[src/inc/dcw_pkg.sv]
// Package for the drive command word decoder: bit positions, states, timing.
// Assumes a single 100 MHz clock domain and a 16-bit command word.
package dcw_pkg;
    localparam int CMD_W = 16;
    localparam logic [15:0] CMD_RESET = 16'h0000;
    localparam int BIT_POWER_ON = 0;
    localparam int BIT_COAST_PERMIT = 1;
    localparam int BIT_QSTOP_PERMIT = 2;
    localparam int BIT_PULSE_EN = 3;
    localparam int BIT_RAMP_EN = 4;
    localparam int BIT_SETPOINT_EN = 6;
    localparam int BIT_FAULT_ACK = 7;
    localparam int BIT_SPEED_CTRL_EN = 8;
    localparam int BIT_BRAKE_OPEN = 9;
    localparam int BIT_REMOTE_MASTER = 10;
    localparam int BIT_TORQUE_MODE = 12;
    localparam int BIT_OVERSPEED = 15;
    localparam logic [15:0] RESERVED_MASK = 16'h6820;
    localparam int CLK_MHZ = 100;
    localparam int RAMP_US_DEFAULT = 1000;
    localparam int RAMP_CYC_DEFAULT = RAMP_US_DEFAULT * CLK_MHZ;
    localparam int HIST_DEPTH = 8;
    typedef enum logic [1:0] {
        DCW_OFF = 2'b00,
        DCW_RUN = 2'b01,
        DCW_RAMP = 2'b11
    } dcw_state_t;
endpackage

[src/core/dcw_hist_mem.sv]
// Small history memory of accepted command words, registered read data.
// Assumes the caller supplies a write strobe and a read index per cycle.
`timescale 1ns/1ns
module dcw_hist_mem #(
    parameter int WIDTH = 16,
    parameter int DEPTH = 8
) (
    // Clock and reset
    input wire logic mclk_in,
    input wire logic nrst_in,
    // Write side
    input wire logic wr_en_in,
    input wire logic [$clog2(DEPTH)-1:0] wr_addr_in,
    input wire logic [WIDTH-1:0] wr_data_in,
    // Read side
    input wire logic [$clog2(DEPTH)-1:0] rd_addr_in,
    output logic [WIDTH-1:0] rd_data_out
);
    // Checked at elaboration, so a bad setting never reaches silicon.
    if (DEPTH < 2) begin : g_bad_depth
        $error("dcw_hist_mem: DEPTH must be at least 2.");
    end

    logic [WIDTH-1:0] mem_q [DEPTH];
    logic [DEPTH-1:0] filled_q;
    logic [WIDTH-1:0] rd_d;

    // Unwritten slots read as zero, so status never shows unknowns.
    always_comb begin
        rd_d = filled_q[rd_addr_in] ? mem_q[rd_addr_in] : '0;
    end

    always_ff @(posedge mclk_in) begin
        if (wr_en_in) begin
            mem_q[wr_addr_in] <= wr_data_in;
        end
        if (!nrst_in) begin
            filled_q <= '0;
            rd_data_out <= '0;
        end else begin
            if (wr_en_in) begin
                filled_q[wr_addr_in] <= 1'b1;
            end
            rd_data_out <= rd_d;
        end
    end
endmodule // dcw_hist_mem

[src/core/dcw_decoder.sv]
// Drive command word decoder: turns the cyclic first process-data word
// into power, stop, enable, acknowledge, brake and mode outputs.
// Assumes the command word and its strobe are synchronous to mclk_in.
//
// Behaviour
// [RULE1] Bit 0 powers up; clearing powers down normally.
// [RULE2] Bit 1 low blocks power-up, coasts immediately.
// [RULE3] Bit 2 low blocks power-up, ramps then off.
// [RULE4] Pulses inhibited unless bit 3 is set.
// [RULE5] Bit 4 passes ramped setpoint to controller.
// [RULE6] Bit 6 feeds setpoint into ramp generator.
// [RULE7] Bit 7 clears fault once cause is gone.
// [RULE8] Bit 8 enables the speed controller.
// [RULE9] Bit 9 requests brake open, internal brake control.
// [RULE10] Commands ignored unless bit 10 is set.
// [RULE11] Bit 12 selects torque over speed control.
// [RULE12] Controller sets bit 15 on hoist overspeed.
// [RULE13] Word arrives first in each synchronous telegram.
// [RULE14] Controller drives bits from two write paths.
// [RULE15] Reserved bits 5, 11, 13, 14 ignored.
// [RULE16] Coast-stop beats quick-stop, no ramp.
`timescale 1ns/1ns
module dcw_decoder
    import dcw_pkg::*;
#(
    parameter int RAMP_CYC = dcw_pkg::RAMP_CYC_DEFAULT,
    parameter bit HOIST_DRIVE = 1'b1,
    parameter bit BRAKE_INTERNAL = 1'b1
) (
    // Clock and reset
    input wire logic mclk_in,
    input wire logic nrst_in,
    // Cyclic command word from the telegram
    input wire logic cmd_valid_in,
    input wire logic [dcw_pkg::CMD_W-1:0] command_word_in,
    // Fault source
    input wire logic fault_event_in,
    input wire logic fault_cause_in,
    // Drive controls
    output logic power_on_out,
    output logic pulses_enable_out,
    output logic ramping_down_out,
    output logic ramp_to_ctrl_out,
    output logic setpoint_to_ramp_out,
    output logic speed_ctrl_en_out,
    output logic brake_open_out,
    output logic torque_mode_out,
    output logic overspeed_out,
    // Status
    output logic fault_out,
    output logic [1:0] state_out,
    output logic [dcw_pkg::CMD_W-1:0] last_word_out
);
    import dcw_pkg::*;

    // Checked at elaboration, so a bad setting never reaches silicon.
    if (RAMP_CYC < 1) begin : g_bad_ramp
        $error("dcw_decoder: RAMP_CYC must be at least 1.");
    end
    // The history pointer wraps freely, so the depth must be a power of two.
    if (HIST_DEPTH < 2
        || (HIST_DEPTH & (HIST_DEPTH - 1)) != 0) begin : g_bad_hist
        $error("dcw_decoder: HIST_DEPTH must be a power of two.");
    end

    localparam int CW = $clog2(RAMP_CYC + 1);
    localparam int AW = $clog2(HIST_DEPTH);

    function automatic logic cbit(input logic [CMD_W-1:0] w, input int b);
        return w[b];
    endfunction

    dcw_state_t state_q, state_d;
    logic [CMD_W-1:0] word_q, word_d;
    logic [CW-1:0] cnt_q, cnt_d;
    logic fault_q, fault_d;
    logic [AW-1:0] wptr_q, wptr_d;
    logic pon_d, pen_d, rdn_d, r2c_d, s2r_d, sce_d, brk_d, trq_d, ovs_d;
    logic accept;
    logic [CMD_W-1:0] w;

    // Words without the remote-master flag are dropped whole.
    always_comb begin
        accept = cmd_valid_in && command_word_in[BIT_REMOTE_MASTER]; // RULE10
        word_d = accept ? (command_word_in & ~RESERVED_MASK) : word_q; // RULE15
        wptr_d = accept ? AW'(wptr_q + 1'b1) : wptr_q;
    end

    always_comb begin
        w = word_q;
        state_d = state_q;
        cnt_d = cnt_q;
        unique case (state_q)
            DCW_OFF: begin
                if (cbit(w, BIT_POWER_ON) && cbit(w, BIT_COAST_PERMIT)
                    && cbit(w, BIT_QSTOP_PERMIT) && !fault_q) begin
                    state_d = DCW_RUN; // RULE1
                end
            end
            DCW_RUN: begin
                if (!cbit(w, BIT_COAST_PERMIT)) begin
                    state_d = DCW_OFF; // RULE2
                end else if (!cbit(w, BIT_QSTOP_PERMIT)
                             || !cbit(w, BIT_POWER_ON)) begin
                    state_d = DCW_RAMP; // RULE3
                    cnt_d = CW'(RAMP_CYC);
                end
            end
            DCW_RAMP: begin
                if (!cbit(w, BIT_COAST_PERMIT)) begin
                    state_d = DCW_OFF; // RULE16
                end else if (cnt_q <= CW'(1)) begin
                    state_d = DCW_OFF; // RULE3
                    cnt_d = '0;
                end else begin
                    cnt_d = cnt_q - CW'(1);
                end
            end
            // The unused code falls back to the safe off state.
            default: begin
                state_d = DCW_OFF;
                cnt_d = '0;
            end
        endcase
    end

    // Fault: a new event wins over an acknowledge in the same cycle.
    always_comb begin
        fault_d = fault_q;
        if (fault_event_in) begin
            fault_d = 1'b1;
        end else if (cbit(word_q, BIT_FAULT_ACK) && !fault_cause_in) begin
            fault_d = 1'b0; // RULE7
        end
    end

    // Pulses drop on coast-stop at once, without waiting for the state.
    always_comb begin
        pon_d = (state_d != DCW_OFF);
        pen_d = pon_d && cbit(word_q, BIT_PULSE_EN) // RULE4
                && cbit(word_q, BIT_COAST_PERMIT); // RULE2
        rdn_d = (state_d == DCW_RAMP);
        r2c_d = pon_d && cbit(word_q, BIT_RAMP_EN); // RULE5
        s2r_d = pon_d && !rdn_d && cbit(word_q, BIT_SETPOINT_EN); // RULE6
        sce_d = pon_d && cbit(word_q, BIT_SPEED_CTRL_EN); // RULE8
        brk_d = BRAKE_INTERNAL && cbit(word_q, BIT_BRAKE_OPEN); // RULE9
        trq_d = cbit(word_q, BIT_TORQUE_MODE); // RULE11
        ovs_d = HOIST_DRIVE && cbit(word_q, BIT_OVERSPEED); // RULE12
    end

    always_ff @(posedge mclk_in) begin
        if (!nrst_in) begin
            state_q <= DCW_OFF;
            word_q <= CMD_RESET;
            cnt_q <= '0;
            fault_q <= 1'b0;
            wptr_q <= '0;
            power_on_out <= 1'b0;
            pulses_enable_out <= 1'b0;
            ramping_down_out <= 1'b0;
            ramp_to_ctrl_out <= 1'b0;
            setpoint_to_ramp_out <= 1'b0;
            speed_ctrl_en_out <= 1'b0;
            brake_open_out <= 1'b0;
            torque_mode_out <= 1'b0;
            overspeed_out <= 1'b0;
            fault_out <= 1'b0;
            state_out <= 2'h0;
        end else begin
            state_q <= state_d;
            word_q <= word_d;
            cnt_q <= cnt_d;
            fault_q <= fault_d;
            wptr_q <= wptr_d;
            power_on_out <= pon_d;
            pulses_enable_out <= pen_d;
            ramping_down_out <= rdn_d;
            ramp_to_ctrl_out <= r2c_d;
            setpoint_to_ramp_out <= s2r_d;
            speed_ctrl_en_out <= sce_d;
            brake_open_out <= brk_d;
            torque_mode_out <= trq_d;
            overspeed_out <= ovs_d;
            fault_out <= fault_d;
            state_out <= state_d;
        end
    end

    // Accepted words are logged; the newest is read back as status.
    dcw_hist_mem #(
        .WIDTH(CMD_W),
        .DEPTH(HIST_DEPTH)
    ) u_hist (
        .mclk_in(mclk_in),
        .nrst_in(nrst_in),
        .wr_en_in(accept),
        .wr_addr_in(wptr_q),
        .wr_data_in(word_d),
        .rd_addr_in(AW'(wptr_q - 1'b1)),
        .rd_data_out(last_word_out)
    );
endmodule // dcw_decoder

[config.mk]
export PLATFORM = sky130hd
export DESIGN_NAME = dcw_decoder
export DESIGN_NICKNAME = d
export VERILOG_FILES = /design/src/inc/dcw_pkg.sv /design/src/core/dcw_hist_mem.sv /design/src/core/dcw_decoder.sv
export SDC_FILE = /design/constraint.sdc
export NUM_CORES = 1
export LEC_CHECK = 0
export BUFFER_PORTS_ARGS = -buffer_cell sky130_fd_sc_hd__buf_2
export CORE_MARGIN = 5
export CORE_UTILIZATION = 62
export CTS_BUF_LIST = sky130_fd_sc_hd__clkbuf_8
export CTS_CLUSTER_DIAMETER = 80
export DETAILED_ROUTE_END_ITERATION = 6
export HOLD_SLACK_MARGIN = 0.06
export MAX_ROUTING_LAYER = met4
export PLACE_DENSITY = 0.9
export SLEW_MARGIN = 20
export SYNTH_ARGS = -nofsm -noshare
export SYNTH_HDL_FRONTEND = slang
export SYNTH_SLANG_ARGS = --single-unit
[constraint.sdc]
create_clock -name mclk_in -period 4.15 [get_ports mclk_in]
set_clock_uncertainty 0.05 [all_clocks]
set_input_delay 0.83 -clock mclk_in [delete_from_list [all_inputs] [get_ports mclk_in]]
set_output_delay 0.83 -clock mclk_in [all_outputs]
set_load 0.03 [all_outputs]
After elaboration in Yosys (flattened, before gate mapping) --
Memory sizes are Yosys's and may differ from the RTL's. A register that Yosys moved wholly into a read port is not among the register bits. Index checks and enable logic that the tools add are counted.
Operators by class: $add $sub $neg 3, $lt $le $gt $ge 4, eq/ne operators 6, muxes and demuxes 20, bitwise operators 2, reductions and logical operators 24
Operator list (count):
- $mux W17 | 4
- $pmux W17 S3 | 1
- $le A17 B1 Y1 const B | 1
- $sub A17 B1 Y17 const B | 1
- $mux W16 | 1
- $logic_and A1 B1 Y1 | 12
- $mux W2 | 5
- $lt A3 B4 Y1 const B | 2
- $or A8 B8 Y8 | 1
- $logic_not A1 Y1 | 6
- $mux W1 | 6
- $ne A2 B2 Y1 const B | 3
- $pmux W2 S3 | 1
- $eq A2 B2 Y1 const B | 2
- $reduce_and A4 Y1 | 1
- $reduce_bool A2 Y1 | 2
- $add A3 B1 Y3 const B | 1
- $bmux W1 S3 | 1
- $demux W1 S3 | 1
- $ge A3 B1 Y1 const B | 1
- $sub A3 B1 Y3 const B | 1
- $eq A2 B1 Y1 const B | 1
- $logic_not A2 Y1 | 1
- $reduce_and A2 Y1 | 1
- 2 further kinds | 2
Word-level totals: bits in registers 56, bits in writable memories 128, input port bits 21, output and inout port bits 28, word-level logic and storage cells 75, memories 1
Memory list:
- u_hist.mem_q | words 8, bits a word 16, rd ports 1, clocked after Yosys merged registers in 1, write ports 1, RTL line dcw_hist_mem.sv:24 | logic [WIDTH-1:0] mem_q [DEPTH];

Longest topological paths before layout --
word-level depth 9, depth in mapped cells 10, gate-level depth less buffers 9

Modules after synthesis --
Synthesis repeated with hierarchy kept, for this count alone.
Unflattened totals: cell total of the unflattened synthesis 506, area, all modules 7813.7 µm²
By module, submodules not included:
- dcw_hist_mem | instances 1, cells an instance 257, area an instance 5590.4 µm², sequential area each 4324.1 µm²
- dcw_decoder | instances 1, cells an instance 249, area an instance 2223.4 µm², sequential area each 960.9 µm²

Least setup slack after synthesis --
Ideal clock, no wire load.
path kind input -> register, start input port command_word_in[10] (netlist bit), end memory u_hist.mem_q[4][0] (enable), setup time 0.412 ns, arrival time 2.699 ns, data required time 3.688 ns, setup slack 0.989 ns, stages 5, buffers on the path 2, cell sequence and2_1 clkbuf_1 buf_2 nand2_1 nor3_1
Between the ends: word-level cells in the longest chain between the ends 3
Ends and longest elaborated chain:
- start: declaration | RTL line dcw_decoder.sv:35 | input wire logic [dcw_pkg::CMD_W-1:0] command_word_in,
- $logic_and A1 B1 Y1 | RTL line dcw_decoder.sv:84 | accept = cmd_valid_in && command_word_in[BIT_REMOTE_MASTER];
- $mux W1 | RTL line dcw_hist_mem.sv:34 | if (wr_en_in) begin
- $mux W1 (not written as such) | RTL line dcw_hist_mem.sv:35 | mem_q[wr_addr_in] <= wr_data_in;
- end: declaration | RTL line dcw_hist_mem.sv:24
Every way passes these cells.

Worst setup path after layout --
start register wptr_q[0], end register u_hist.rd_data_out[9] (read register of u_hist.mem_q)
Between the ends: word-level cells in the longest chain between the ends 5
Ends and longest elaborated chain:
- start: declaration | RTL line dcw_decoder.sv:77 | logic [AW-1:0] wptr_q, wptr_d;
- start signal: assignment | RTL line dcw_decoder.sv:174 | wptr_q <= wptr_d;
- $sub A3 B1 Y3 (*) | RTL line dcw_decoder.sv:199 | .rd_addr_in(AW'(wptr_q - 1'b1)),
- net u_hist.rd_addr_in[0] | RTL line dcw_hist_mem.sv:16 | input wire logic [$clog2(DEPTH)-1:0] rd_addr_in,
- $bmux W1 S3 | RTL line dcw_hist_mem.sv:30 | rd_d = filled_q[rd_addr_in] ? mem_q[rd_addr_in] : '0;
- $mux W1 (not written as such) | RTL line dcw_hist_mem.sv:30
- $reduce_and A2 Y1 (no line)
- $logic_not A1 Y1 (no line)
- end: declaration | RTL line dcw_hist_mem.sv:17 | output logic [WIDTH-1:0] rd_data_out
Mark *: on every way through the listed nets, which the timed path passes. The rest lies on a longest branch. The select of a mux whose other input is x is not followed. A chain may end at the register's enable or synchronous reset.

==> results by group <==
Clocking
  • Cts hold-fix bufs: 0
  • CTS sink count: 200
  • Root Driver: clkbuf_8
  • Cts repair resizes: 0
  • CTS tree: built
  • Htree depth: 4
  • Clock buffer depth: 2
  • Reg clk slew, reported paths: 90 ps
  • Worst-Skew Late Latency: 450 ps
  • Clock buffer count from CTS: 17
  • Postcts setup bufs: 0

Drt
  • Total number of vias: 4609
  • Average vias per placed instance: 6.057
  • Initial DRC Count: 437
  • WL final: 15910 um
  • Drt wl/cell: 20.91 um
  • DRC viols: 0
  • Post-route ant nets: 0
  • First-pass DRT Iterations: 5

Layout
  • Sequential Area: 5286 um^2
  • Final core occ: 0.6983
  • Area growth from synthesis to layout: 11.58%
  • Nets@finish: 604
  • Most frequent cells in the layout: edfxtp_1, dfxtp_1, nand2_1, buf_2, nor2_1
  • Fillers: 768
  • Finished Layout Cells: 761
  • Diodes inserted: 0
  • Multi-input gate area in the final layout: 2367 um^2
  • Ratio of cells with drive above 1 in the final layout: 0.2649
  • Commonest non-fill, non-tap cell in the layout: edfxtp_1

Global route
  • Initial antenna violation count: 0
  • First-pass GRT wire length: 24940 um
  • Met2 Usage GRT: 0.3940
  • Largest net degree at the start of global routing: 41
  • GRT Max-Usage Layer: met2
  • GRT Util Overall: 0.2322
  • Grt ovf: 0
  • GR met1 Demand/Resource: 0.2811
  • Met3 Use GR: 0.04875
  • Vias in the first global route: 4695

Floorplan
  • Area of the core: 12470 um^2
  • Top Ports: 49
  • Die Area: 14930 um^2
  • Die width: 122.2 um
  • Die H: 122.2 um
  • Initial Utilization: 0.6258
  • Placement Rows: 41

Logic synthesis
  • Mapped Avg Cell Area: 14.86 um^2
  • Syn nets: 553
  • Synth warn: 0
  • Async S/R FF share, synth: 0
  • Predominant post-synthesis flop cell: edfxtp_1
  • Synthesized instance count: 525
  • Post-synthesis sequential area ratio: 0.6775
  • Post-synthesis register bit count: 200
  • Post-synth EDFFs: 128
  • Post-synth design cell area: 7801 um^2
  • Distinct cell type count after synthesis: 55

Worst setup path
  • R2R cell count: 7
  • WP data required: 4410 ps
  • Critical Path AT: 3030 ps
  • Critical path startpoint category: flip-flop
  • Reg2Reg Launch Point: wptr_q[0]
  • Worst Path Class, Setup: reg -> reg
  • Flop2flop setup slack: 1380 ps
  • Critical-path maximum fanout: 16
  • FF-to-FF End: u_hist.rd_data_out[9]
  • CP endpoint kind: flip-flop

Hold path
  • Hold path start: w[12]
  • HP Class: reg -> reg
  • Hold Crit Depth: 1
  • Hold-critical path endpoint: torque_mode_out

Power and ir drop
  • VDD IR max: 0.2461 mV
  • Leak pwr: 3.138 nW
  • Overall power: 3.795 mW
  • PwrDens: 436.0 nW/um^2

STA
  • Crit share post-route: 0.6664
  • Slew HR: 0.4283
  • Fin worst setup slack: 1384 ps
  • TNS Setup: 0 ps
  • Min Tclk post-route: 2766 ps
  • RSZ-0062 raised after global routing: no
  • Final hold vios: 0
  • Max-slew violation count: 0
  • Max Clk Rate: 361.6 MHz
  • Worst slew pin tran: 854.3 ps
  • Final setup violation count: 0

Run status
  • Status: completed

Placement
  • Post-Place Cells: 729
  • Setup slack at placement: 1287 ps
  • Placer Congestion: 0.8491
  • DP HPWL: 10380 um
  • Port Buffers: 44

Job
  • MaxCap Viol Count: 0
==> sequential cells by signal, indices dropped and copies added, names as in the netlist, 2 cells and up <==
register            count
u_hist.mem_q          128
cnt_q                  17
u_hist.rd_data_out     16
w                      16
u_hist.filled_q         8
wptr_q                  3
state_q                 2
==> power breakdown <==
group / switching (mW) / internal, mW
clock: 0.636 / 0.787
combinational: 0.129 / 0.0888
sequential: 0.0158 / 2.14
==> how the worst max path moves through the flow <==
stage                                 end                start
floorplan              u_hist.mem_q[4][0]  command_word_in[10]
global placement       u_hist.mem_q[5][6]  command_word_in[10]
detailed placement     u_hist.mem_q[6][6]  command_word_in[10]
CTS                 u_hist.rd_data_out[9]            wptr_q[0]
global route          u_hist.mem_q[7][15]            wptr_q[0]
finish              u_hist.rd_data_out[9]            wptr_q[0]
==> synth_stat cells, types with 2 or more instances <==
master    number  area, um^2
nand4_1        3       18.77
nand3_1        5       25.02
nor4_4         2       42.54
nor2b_1        4       25.02
a31oi_1        6       37.54
buf_6          3       33.78
nor3b_1        3       22.52
o21ai_1        3       15.01
nand2_1       56       210.2
and3_1         6       37.54
nor3_1        10       50.05
o21ai_2        2       17.52
xor2_1         2       17.52
a21boi_0       2       15.01
mux2_2        11       123.9
inv_1          5       18.77
xnor2_1        3       26.28
edfxtp_1     128        3844
nand4b_1       2       17.52
clkbuf_1      15       56.30
o21a_1         4       30.03
dfxtp_1       72        1441
and2_1        24       150.1
a21oi_1       29       145.1
a21o_1         2       15.01
nand4_2        2       25.02
nor2_1        36       135.1
mux4_2        34       765.7
buf_4          3       22.52
nor4_1         2       12.51
o2111a_1       2       22.52
ha_1           7       87.58
o21ai_0        7       35.03
nand2b_1       4       25.02
buf_2          6       30.03
==> metrics by stage <==
| step | hold slack, ps | instance area (um^2) |
|---|---|---|
| floorplan | 375.7 | 7801 |
| global placement | 390.3 | 8228 |
| detailed placement | 392.5 | 8228 |
| CTS | 419.9 | 8701 |
| global route | 432.5 | 8705 |
| finish | 415.6 | 8705 |
==> logic make-up (layout without fill, tap and decap cells) <==
| group | after synthesis | after routing | share of synthesized area |
|---|---|---|---|
| simple gates | 165 | 165 | 0.1094 |
| flops | 200 | 200 | 0.6775 |
| compound gates | 69 | 69 | 0.05934 |
| mux | 45 | 45 | 0.1140 |
| buf+inv | 34 | 98 | 0.02293 |
| xor+xnor | 5 | 5 | 0.005614 |
| fa+ha+maj | 7 | 7 | 0.01123 |
==> routing by layer <==
metal | part of all wire | vias up | wire [um]
met3 | 0.072 | 35 | 1144
met1 | 0.38 | 2298 | 6036
met2 | 0.53 | 219 | 8385
met5 | 0 | - | 0
li1 | - | 2057 | -
met4 | 0.022 | 0 | 344
==> layout make-up <==
cell class,instances,share of cell area
clock inverters,14,0.02587
flip-flops and latches,200,0.6073
repair buffers,60,0.03910
clock buffers,18,0.02846
well taps,172,0.02472
inverters,6,0.002587
multi-input cells,291,0.2720
==> critical path, stage by stage, from the launching register on <==
cell	delay, ps
dfxtp_2	590
inv_1	130
ha_1	610
mux4_2	590
nand2_1	100
nand2_1	70
nand2_2	350
a21oi_1	130
Power figures use the tool's default switching activity.
